[config.mk]
export PLATFORM = sky130hd
export DESIGN_NAME = pcl_ctrl
export DESIGN_NICKNAME = d
export VERILOG_FILES = /design/src/pcl_pkg.sv /design/src/pcl_ctrl.sv
export VERILOG_INCLUDE_DIRS = /design/src
export SDC_FILE = /design/constraint.sdc
export NUM_CORES = 1
export LEC_CHECK = 0
export ABC_AREA = 1
export BUFFER_PORTS_ARGS = -buffer_cell sky130_fd_sc_hd__buf_2
export CAP_MARGIN = 5
export CELL_PAD_IN_SITES_DETAIL_PLACEMENT = 1
export CELL_PAD_IN_SITES_GLOBAL_PLACEMENT = 2
export CORE_AREA = 2 2 95 97
export DETAILED_ROUTE_END_ITERATION = 7
export DIE_AREA = 0 0 97 99
export PLACE_DENSITY = 0.82
export SYNTH_ARGS = -nofsm -noshare
export SYNTH_HDL_FRONTEND = slang
export SYNTH_SLANG_ARGS = --single-unit
[constraint.sdc]
create_clock -name core_clk_i -period 1.4 [get_ports core_clk_i]
set_input_delay 0.21 -clock core_clk_i [delete_from_list [all_inputs] [get_ports core_clk_i]]
set_output_delay 0.21 -clock core_clk_i [all_outputs]
set_load 0.05 [all_outputs]
[src/pcl_regs.svh]
// register offsets, field positions and reset values of the clock/loopback control block
`ifndef PCL_REGS_SVH
`define PCL_REGS_SVH

// ----------------------------------------------------------------------
// register offsets
// ----------------------------------------------------------------------
`define PCL_OFF_IRQ_SUMMARY 8'h02
`define PCL_OFF_CLK_MON 8'h04
`define PCL_OFF_MASTER 8'h05
`define PCL_OFF_TX_SYNTH 8'h06
`define PCL_OFF_RX_CDR 8'h07

// ----------------------------------------------------------------------
// field positions
// ----------------------------------------------------------------------
`define PCL_MON_RX_REF 3
`define PCL_MON_TX_REF 2
`define PCL_MON_RX_OUT 1
`define PCL_MON_TX_OUT 0
`define PCL_MC_LOC_IEN 7
`define PCL_MC_LOC 6
`define PCL_MC_FIXPTR 5
`define PCL_MC_LLOOP 2
`define PCL_MC_DLOOP 1
`define PCL_MC_LOOPT 0
`define PCL_CS_UNLOCK 3
`define PCL_CS_IEN 1
`define PCL_CS_REFSEL 0
`define PCL_IS_TX_UNLOCK 7
`define PCL_IS_LOC 6
`define PCL_IS_RX_UNLOCK 5

// ----------------------------------------------------------------------
// reset values, write masks, constants
// ----------------------------------------------------------------------
`define PCL_MASTER_RESET 8'h20
`define PCL_MASTER_WMASK 8'hA7
`define PCL_CS_RESET 8'h00
`define PCL_CS_WMASK 8'h03
// synchroniser idle pattern: the three active-low strobes sit high
`define PCL_SYNC_IDLE 29'h1C000000
`define PCL_FIXED_POINTER 10'h20A

`endif

[src/pcl_pkg.sv]
// types shared by the clock/loopback control block
package pcl_pkg;

  // ----------------------------------------------------------------------
  // transmit clock source
  // ----------------------------------------------------------------------
  typedef enum logic [1:0] {
    PCL_SRC_TX_REF = 2'b00,
    PCL_SRC_RECOVERED = 2'b01,
    PCL_SRC_RX_REF = 2'b10
  } pcl_tx_src_t;

  // ----------------------------------------------------------------------
  // control levels toward the datapath and analog blocks
  // ----------------------------------------------------------------------
  typedef struct packed {
    logic fixed_pointer;
    logic line_loopback;
    logic diagnostic_loopback;
    logic loop_timing_enable;
    logic tx_reference_frequency_select;
    logic rx_reference_frequency_select;
  } pcl_ctrl_t;

  // ----------------------------------------------------------------------
  // synchronised microprocessor access
  // ----------------------------------------------------------------------
  typedef struct packed {
    logic rd;
    logic wr;
    logic [7:0] addr;
    logic [7:0] wdata;
  } pcl_cpu_t;

endpackage : pcl_pkg

[src/pcl_ctrl.sv]
// clock activity monitors, master control and PLL control/status registers
`timescale 1ns/1ps
`include "pcl_regs.svh"

module pcl_ctrl (
  // clock and reset
  input wire logic core_clk_i,
  input wire logic resetn_i,
  // microprocessor port
  input wire logic cpu_cs_n_i,
  input wire logic cpu_rd_n_i,
  input wire logic cpu_wr_n_i,
  input wire logic [7:0] cpu_addr_i,
  input wire logic [7:0] cpu_data_i,
  output logic [7:0] cpu_data_o,
  output logic cpu_data_oe_o,
  output logic interrupt_output_n_o,
  // monitored clocks
  input wire logic rx_reference_clock_i,
  input wire logic tx_reference_clock_i,
  input wire logic rx_output_clock_i,
  input wire logic tx_output_clock_i,
  // status from datapath and analog blocks
  input wire logic cell_delineation_lost_i,
  input wire logic tx_synth_unlocked_i,
  input wire logic rx_freq_deviation_i,
  input wire logic rx_no_transitions_i,
  input wire logic rx_recovery_bypass_i,
  input wire logic tx_synth_bypass_i,
  // control toward datapath and analog blocks
  output pcl_pkg::pcl_ctrl_t ctrl_o,
  output pcl_pkg::pcl_tx_src_t tx_clock_source_o,
  output logic [9:0] payload_pointer_o,
  output logic pointer_adjust_enable_o,
  output logic tx_synth_ref_low_o,
  output logic rx_recovery_ref_low_o
);
  import pcl_pkg::*;

  // ----------------------------------------------------------------------
  // input synchronisers
  // ----------------------------------------------------------------------
  localparam int NSYNC = 29;
  logic [NSYNC-1:0] raw_in;
  logic [NSYNC-1:0] sync_a;
  logic [NSYNC-1:0] sync_b;
  logic [3:0] clk_prev;

  // strobes are synchronised raw and combined after, so pin skew cannot glitch them
  assign raw_in = {cpu_cs_n_i, cpu_rd_n_i, cpu_wr_n_i, cpu_addr_i, cpu_data_i,
                   rx_reference_clock_i, tx_reference_clock_i, rx_output_clock_i,
                   tx_output_clock_i, cell_delineation_lost_i, tx_synth_unlocked_i,
                   rx_freq_deviation_i, rx_no_transitions_i, rx_recovery_bypass_i,
                   tx_synth_bypass_i};

  always_ff @(posedge core_clk_i or negedge resetn_i) begin
    if (!resetn_i) begin
      sync_a <= `PCL_SYNC_IDLE;
      sync_b <= `PCL_SYNC_IDLE;
    end else begin
      sync_a <= raw_in;
      sync_b <= sync_a;
    end
  end

  pcl_cpu_t cpu;
  logic [3:0] clk_s;
  logic loc_s;
  logic tx_unlock_s;
  logic rx_unlock_s;
  logic rx_recovery_bypass_s;
  logic tx_synth_bypass_s;

  assign cpu = {~sync_b[28] & ~sync_b[27], ~sync_b[28] & ~sync_b[26], sync_b[25:10]};
  assign clk_s = sync_b[9:6];
  assign loc_s = sync_b[5];
  assign tx_unlock_s = sync_b[4];
  // the analog recovery loop reports each loss cause; either one is out of lock
  assign rx_unlock_s = sync_b[3] | sync_b[2];
  assign rx_recovery_bypass_s = sync_b[1];
  assign tx_synth_bypass_s = sync_b[0];

  // ----------------------------------------------------------------------
  // access strobes
  // ----------------------------------------------------------------------
  logic rd_q;
  logic wr_q;
  logic rd_start;
  logic wr_start;

  always_ff @(posedge core_clk_i or negedge resetn_i) begin
    if (!resetn_i) begin
      rd_q <= 1'b0;
      wr_q <= 1'b0;
    end else begin
      rd_q <= cpu.rd;
      wr_q <= cpu.wr;
    end
  end

  // one access acts once, at the first cycle its synchronised strobe is seen
  assign rd_start = cpu.rd & ~rd_q;
  assign wr_start = cpu.wr & ~wr_q;

  function automatic logic hit(input logic [7:0] addr, input logic [7:0] off);
    hit = (addr == off);
  endfunction : hit

  // ----------------------------------------------------------------------
  // clock activity monitors
  // ----------------------------------------------------------------------
  // a 10 MHz core only sees that a faster clock toggles, not its frequency
  logic [3:0] clk_edge;
  logic [3:0] mon_flag;
  logic mon_clear;

  always_ff @(posedge core_clk_i or negedge resetn_i) begin
    if (!resetn_i) begin
      clk_prev <= '0;
    end else begin
      clk_prev <= clk_s;
    end
  end

  assign mon_clear = rd_start & hit(cpu.addr, `PCL_OFF_CLK_MON);

  genvar g;
  generate
    for (g = 0; g < 4; g++) begin : g_mon
      assign clk_edge[g] = clk_s[g] & ~clk_prev[g];
      always_ff @(posedge core_clk_i or negedge resetn_i) begin
        if (!resetn_i) begin
          mon_flag[g] <= 1'b0;
        end else begin
          mon_flag[g] <= (mon_flag[g] & ~mon_clear) | clk_edge[g];
        end
      end
    end
  endgenerate

  // ----------------------------------------------------------------------
  // control registers
  // ----------------------------------------------------------------------
  logic [7:0] master;
  logic [7:0] tx_cs;
  logic [7:0] rx_cs;

  always_ff @(posedge core_clk_i or negedge resetn_i) begin
    if (!resetn_i) begin
      master <= `PCL_MASTER_RESET;
    end else if (wr_start && hit(cpu.addr, `PCL_OFF_MASTER)) begin
      master <= cpu.wdata & `PCL_MASTER_WMASK;
    end
  end

  always_ff @(posedge core_clk_i or negedge resetn_i) begin
    if (!resetn_i) begin
      tx_cs <= `PCL_CS_RESET;
    end else if (wr_start && hit(cpu.addr, `PCL_OFF_TX_SYNTH)) begin
      tx_cs <= cpu.wdata & `PCL_CS_WMASK;
    end
  end

  always_ff @(posedge core_clk_i or negedge resetn_i) begin
    if (!resetn_i) begin
      rx_cs <= `PCL_CS_RESET;
    end else if (wr_start && hit(cpu.addr, `PCL_OFF_RX_CDR)) begin
      rx_cs <= cpu.wdata & `PCL_CS_WMASK;
    end
  end

  // ----------------------------------------------------------------------
  // interrupt flags
  // ----------------------------------------------------------------------
  logic loc_q;
  logic tx_unlock_q;
  logic rx_unlock_q;
  logic tx_unlock_irq_flag;
  logic rx_unlock_irq_flag;
  logic delineation_change_irq_flag;
  logic is_clear;

  always_ff @(posedge core_clk_i or negedge resetn_i) begin
    if (!resetn_i) begin
      loc_q <= 1'b0;
      tx_unlock_q <= 1'b0;
      rx_unlock_q <= 1'b0;
    end else begin
      loc_q <= loc_s;
      tx_unlock_q <= tx_unlock_s;
      rx_unlock_q <= rx_unlock_s;
    end
  end

  assign is_clear = rd_start & hit(cpu.addr, `PCL_OFF_IRQ_SUMMARY);

  always_ff @(posedge core_clk_i or negedge resetn_i) begin
    if (!resetn_i) begin
      tx_unlock_irq_flag <= 1'b0;
      rx_unlock_irq_flag <= 1'b0;
      delineation_change_irq_flag <= 1'b0;
    end else begin
      tx_unlock_irq_flag <= (tx_unlock_irq_flag & ~is_clear) | (tx_unlock_s & ~tx_unlock_q);
      rx_unlock_irq_flag <= (rx_unlock_irq_flag & ~is_clear) | (rx_unlock_s & ~rx_unlock_q);
      delineation_change_irq_flag <= (delineation_change_irq_flag & ~is_clear)
                                     | (loc_s ^ loc_q);
    end
  end

  always_ff @(posedge core_clk_i or negedge resetn_i) begin
    if (!resetn_i) begin
      interrupt_output_n_o <= 1'b1;
    end else begin
      interrupt_output_n_o <= ~((delineation_change_irq_flag & master[`PCL_MC_LOC_IEN])
                              | (tx_unlock_irq_flag & tx_cs[`PCL_CS_IEN])
                              | (rx_unlock_irq_flag & rx_cs[`PCL_CS_IEN]));
    end
  end

  // ----------------------------------------------------------------------
  // read port
  // ----------------------------------------------------------------------
  logic [7:0] rd_value;

  always_comb begin
    rd_value = 8'h00;
    unique case (cpu.addr)
      `PCL_OFF_IRQ_SUMMARY: begin
        rd_value[`PCL_IS_TX_UNLOCK] = tx_unlock_irq_flag;
        rd_value[`PCL_IS_LOC] = delineation_change_irq_flag;
        rd_value[`PCL_IS_RX_UNLOCK] = rx_unlock_irq_flag;
      end
      `PCL_OFF_CLK_MON: rd_value[3:0] = mon_flag;
      `PCL_OFF_MASTER: begin
        rd_value = master;
        rd_value[`PCL_MC_LOC] = loc_s;
      end
      `PCL_OFF_TX_SYNTH: begin
        rd_value = tx_cs;
        rd_value[`PCL_CS_UNLOCK] = tx_unlock_s;
      end
      `PCL_OFF_RX_CDR: begin
        rd_value = rx_cs;
        rd_value[`PCL_CS_UNLOCK] = rx_unlock_s;
      end
      default: rd_value = 8'h00;
    endcase
  end

  always_ff @(posedge core_clk_i or negedge resetn_i) begin
    if (!resetn_i) begin
      cpu_data_o <= 8'h00;
    end else if (rd_start) begin
      cpu_data_o <= rd_value;
    end
  end

  // drive only once the captured value is on the flops
  assign cpu_data_oe_o = cpu.rd & rd_q;

  // ----------------------------------------------------------------------
  // control outputs
  // ----------------------------------------------------------------------
  assign ctrl_o.fixed_pointer = master[`PCL_MC_FIXPTR];
  assign ctrl_o.line_loopback = master[`PCL_MC_LLOOP];
  assign ctrl_o.diagnostic_loopback = master[`PCL_MC_DLOOP];
  assign ctrl_o.loop_timing_enable = master[`PCL_MC_LOOPT];
  assign ctrl_o.tx_reference_frequency_select = tx_cs[`PCL_CS_REFSEL];
  assign ctrl_o.rx_reference_frequency_select = rx_cs[`PCL_CS_REFSEL];

  assign payload_pointer_o = `PCL_FIXED_POINTER;
  assign pointer_adjust_enable_o = ~master[`PCL_MC_FIXPTR];

  // a bypassed loop takes its rate from the pin, so the select is moot
  assign tx_synth_ref_low_o = tx_cs[`PCL_CS_REFSEL] & ~tx_synth_bypass_s;
  assign rx_recovery_ref_low_o = rx_cs[`PCL_CS_REFSEL] & ~rx_recovery_bypass_s;

  always_comb begin
    if (!master[`PCL_MC_LOOPT]) begin
      tx_clock_source_o = PCL_SRC_TX_REF;
    end else if (rx_recovery_bypass_s) begin
      tx_clock_source_o = PCL_SRC_RX_REF;
    end else begin
      tx_clock_source_o = PCL_SRC_RECOVERED;
    end
  end

  logic rst_seen;
  always_ff @(posedge core_clk_i or negedge resetn_i) begin
    if (!resetn_i) begin
      rst_seen <= 1'b0;
    end else begin
      rst_seen <= 1'b1;
    end
  end
endmodule : pcl_ctrl

==> results.md <==
- The flop-to-flop setup slack is 50 ps.
- The tightest min-delay check is of the primary input to asynchronous set/reset pin type.
- By area the synthesized netlist is led by sky130_fd_sc_hd__dfrtp_1 66%, sky130_fd_sc_hd__dfstp_2 7.2%, sky130_fd_sc_hd__nand2_1 6.3%.
- The synthesized area per cell is 12.0 um2.
- The clock tree synthesis step divided the H-tree into 3 levels.
- The total setup violations reported at the end of the flow is 0.
- The pin count of the biggest net entering global routing is 26.
- The first global-routing pass estimated 9.60 mm of wire.
- The clock drives 85 sinks.
- The worst-case clock skew is 7.95 ps.
- Before antenna repair, the detailed router went through 4 iterations.
- Summed over all cells, the static leakage comes to 0.00198 uW.
- The setup TNS after final layout is 0 ps.
- The final weighted congestion of routability-driven global placement is 0.857.
- The sum of routed wire segments on met1 is 2.36 mm.
- The run finished with clean final reports.
- TritonCTS built the clock tree.
- The launching instance or port of the critical path is sync_b[23]$_DFF_PN0_.
- The final net count is 370.
- The clock network latency to the later pin of the worst-skew pair is 350 ps.
- The critical path goes through inv_1 > nand2_2 > nor2_8 > buf_4 > buf_4 > nand3_1 > nand2_1 > o21ai_1 > nand2_1.
- The critical-path maximum fanout is 7.
- The via density per instance is 4.29.
- After detailed routing, the average wire length per cell comes to 12.7 um.
- The fraction of registers with async set or reset after synthesis is 1.00.
- In this run the cell area of the synthesized design comes to 0.00294 mm2.
- The number of nets with antenna violations after routing is 0.
- The final hold violation count came to 0.
- The core utilization of the finished layout is 0.458.
- After synthesis, the netlist uses 23 different library cells.
- For this block, the via count after detailed routing is 1939.
- The sequential-to-total area share from yosys stat is 0.727.
- The number of slew-limit violations in the final report is 0.
- Buffers inserted during clock tree synthesis total 9.
- In this run the worst setup path terminates at cpu_data_o[1]$_DFFE_PN0N_.
- The logic depth of the worst register-to-register path is 9.
- Power spread over the standard cell area amounts to 1250 mW/mm2.
- The area of the core is 0.00855 mm2.
- Synthesis inferred 85 register bits.
- Relative to the synthesized area, the layout overhead comes to 33.3%.
- The DRC violation count after routing is 0.
- For this run the aggregate overflow at the end of global routing stands at 0.
- The startpoint identified for the worst register-to-register timing path is sync_b[23]$_DFF_PN0_.
- The die outline height is 99 um.
- After synthesis, the most frequently instantiated cells are 77 x sky130_fd_sc_hd__dfrtp_1, 49 x sky130_fd_sc_hd__nand2_1, 23 x sky130_fd_sc_hd__inv_1.
- For this run, the total global-route usage over all layers was measured as 0.128.
- The die is 97 um wide.
- For this configuration, the core starts out at a cell density of 0.344.
- The detailed route wirelength on metal2 is 3.07 mm.
- Setup repair after global routing could not meet its margin everywhere.
- The number of antenna violations at the first check in global routing was 0.
- The part of the cycle the worst path needs is 0.968.
- Yosys mapped a number of flops with a built-in enable equal to 0.
- The total half-perimeter wirelength after legalization and detailed placement is 3.98 mm.
- Clock-pin slew was measured on the worst setup and hold paths at 90 ps.
- The biggest area contributor in the post-synthesis netlist is sky130_fd_sc_hd__dfrtp_1.
- Timing would allow up to 738 MHz.
- The launching element type of the critical path is a register.
- The max-capacitance violation count is 0.
- The total die area is 0.00960 mm2.
- The site row count is 34.
- The class of the most critical setup path is register to register.
- The number of global-route vias before repair is 2024.
- The required arrival time at the worst endpoint is 1630 ps.
- The detailed-routed wire length on met3 is 222 um.
- The count of fill cells added during filler insertion is 927.
- The detailed router finished its first iteration with 50 violations.
- The proportion of netlist area held by the largest area contributor is 0.656.
- For this design the top-level I/O count stands at 62.
- The most used flip-flop cell after synthesis is sky130_fd_sc_hd__dfrtp_1.
- No sink is reached through more buffers than the 2 on the longest clock path.
- The maximum resistive drop on vdd is 653 uV.
- Port buffering added 47 buffers.
- The total wire length is 5.75 mm.
- The number of diodes is 0.
- The slowest stage of the critical path is the sky130_fd_sc_hd__dfrtp_1 cell.
- The root buffer selected by CTS is sky130_fd_sc_hd__clkbuf_8.
- The minimum period implied by the final worst setup slack is 1350 ps.
- The warning count from the yosys run is 0.
- After detailed routing, no signal wire sits above met4.
- In the final layout, the share of cells above drive strength 1 is 0.331.
- The synthesized netlist cell count is 245.
- The delay of the slowest cell on the worst path is 330 ps.
- The worst endpoint data arrival time is 1580 ps.
- The element type at the critical path end is a register.
- The worst register-to-register path ends at cpu_data_o[1]$_DFFE_PN0N_.
- The most frequently used cell type in the post-synthesis netlist is sky130_fd_sc_hd__dfrtp_1.
state kept, by name, summed over array words and instances, names as in the netlist:
| signal | flops |
|---|---|
| rx_unlock_irq_flag | 1 |
| cpu_data_o | 7 |
| delineation_change_irq_flag | 1 |
| wr_q | 1 |
| rd_q | 1 |
| sync_b | 26 |
| rx_cs | 2 |
| tx_unlock_q | 1 |
| loc_q | 1 |
| interrupt_output_n_o | 1 |
| tx_unlock_irq_flag | 1 |
| master | 5 |
| mon_flag | 4 |
| rx_unlock_q | 1 |
| tx_cs | 2 |
| sync_a | 26 |
| clk_prev | 4 |
critical path, delay by kind of cell (launching register included):
family	cells	cell delay (ps)
simple gates	5	380
buf+inv	3	310
flops	1	330
compound gates	1	200
per-layer routing:
metal | GRT usage | up-vias
li1 | - | 919
met1 | 0.152 | 971
met2 | 0.219 | 41
met3 | 0.0340 | 8
met4 | 0.0618 | 0
met5 | 0 | -
timing repair:
| item | in CTS | in global routing |
|---|---|---|
| hold buffers | 27 | 0 |
| endpoints found under the hold margin | 45 | 0 |
| resized for setup | 7 | 15 |
| setup buffers | 0 | 7 |
| pin swaps | 0 | 7 |
| setup endpoints to repair | 6 | 12 |
cell type report:
class                           count  area, um2  area share
Clock buffer                        9        124      0.0316
Multi-Input combinational cell    126        637       0.163
Sequential cell                    85       2140       0.546
Clock inverter                      7        105      0.0268
Timing Repair Buffer               93        684       0.175
Inverter                           24       95.1      0.0243
Tap cell                          108        135      0.0345
cells by family (layout without fill, tap and decap cells):
family,after synthesis,in the layout,synth area share
simple gates,90,90,0.145
flops,85,85,0.727
buf+inv,43,133,0.0801
compound gates,24,24,0.0417
other cells,2,11,0.00256
xor+xnor,1,1,0.00298
power breakdown:
group | switching (uW) | internal, uW | total (uW)
Sequential | 40.8 | 2560 | 2600
Clock | 895 | 1030 | 1930
Combinational | 230 | 134 | 363
Total | 1170 | 3720 | 4890
metrics by stage:
step	hold WS, ps	cells	setup WS (ps)	cell area (um2)	power, uW
floorplan	-85.6	254	134	2980	2820
global placement	124	402	99.2	3310	2930
detailed placement	124	402	71.3	3310	2940
CTS	280	445	2.76	3830	4960
global route	300	452	-43.1	3920	5110
finish	280	452	45.1	3920	4890
layout by cell type (no fill, tap or decap):
cell type	instances
sky130_fd_sc_hd__inv_1	20
sky130_fd_sc_hd__nand2_2	5
sky130_fd_sc_hd__dlygate4sd3_1	27
sky130_fd_sc_hd__bufinv_16	2
sky130_fd_sc_hd__clkbuf_4	1
sky130_fd_sc_hd__nor2_4	2
sky130_fd_sc_hd__or2_2	2
sky130_fd_sc_hd__o22ai_2	1
sky130_fd_sc_hd__buf_12	1
sky130_fd_sc_hd__nor3_2	1
sky130_fd_sc_hd__clkinvlp_4	1
sky130_fd_sc_hd__buf_4	24
sky130_fd_sc_hd__dfstp_2	8
sky130_fd_sc_hd__o21ai_0	9
sky130_fd_sc_hd__buf_6	1
sky130_fd_sc_hd__a21oi_1	1
sky130_fd_sc_hd__nand3_1	15
sky130_fd_sc_hd__conb_1	11
sky130_fd_sc_hd__o22ai_1	1
sky130_fd_sc_hd__o21ai_1	11
sky130_fd_sc_hd__buf_2	39
sky130_fd_sc_hd__nor2_1	9
sky130_fd_sc_hd__inv_2	3
sky130_fd_sc_hd__nor2_2	3
sky130_fd_sc_hd__o21ai_2	1
sky130_fd_sc_hd__nor3_4	1
sky130_fd_sc_hd__dfrtp_1	77
sky130_fd_sc_hd__clkinv_4	1
sky130_fd_sc_hd__xnor2_1	1
sky130_fd_sc_hd__inv_6	3
sky130_fd_sc_hd__nand2_4	3
sky130_fd_sc_hd__clkbuf_8	9
sky130_fd_sc_hd__nand2_1	48
sky130_fd_sc_hd__inv_8	1
sky130_fd_sc_hd__nor2_8	1
how the worst min path moves through the flow:
stage | start | end | slack [ps] | cells after the start
finish | resetn_i | sync_a[22]$_DFF_PN0_ | 280 | 2
CTS | resetn_i | sync_a[10]$_DFF_PN0_ | 280 | 2
global route | resetn_i | wr_q$_DFF_PN0_ | 300 | 2
detailed placement | resetn_i | sync_a[10]$_DFF_PN0_ | 120 | 1
global placement | resetn_i | sync_a[22]$_DFF_PN0_ | 120 | 1
floorplan | resetn_i | clk_prev[0]$_DFF_PN0_ | -90 | 0
Note: power is estimated with default switching activity, not from simulation.
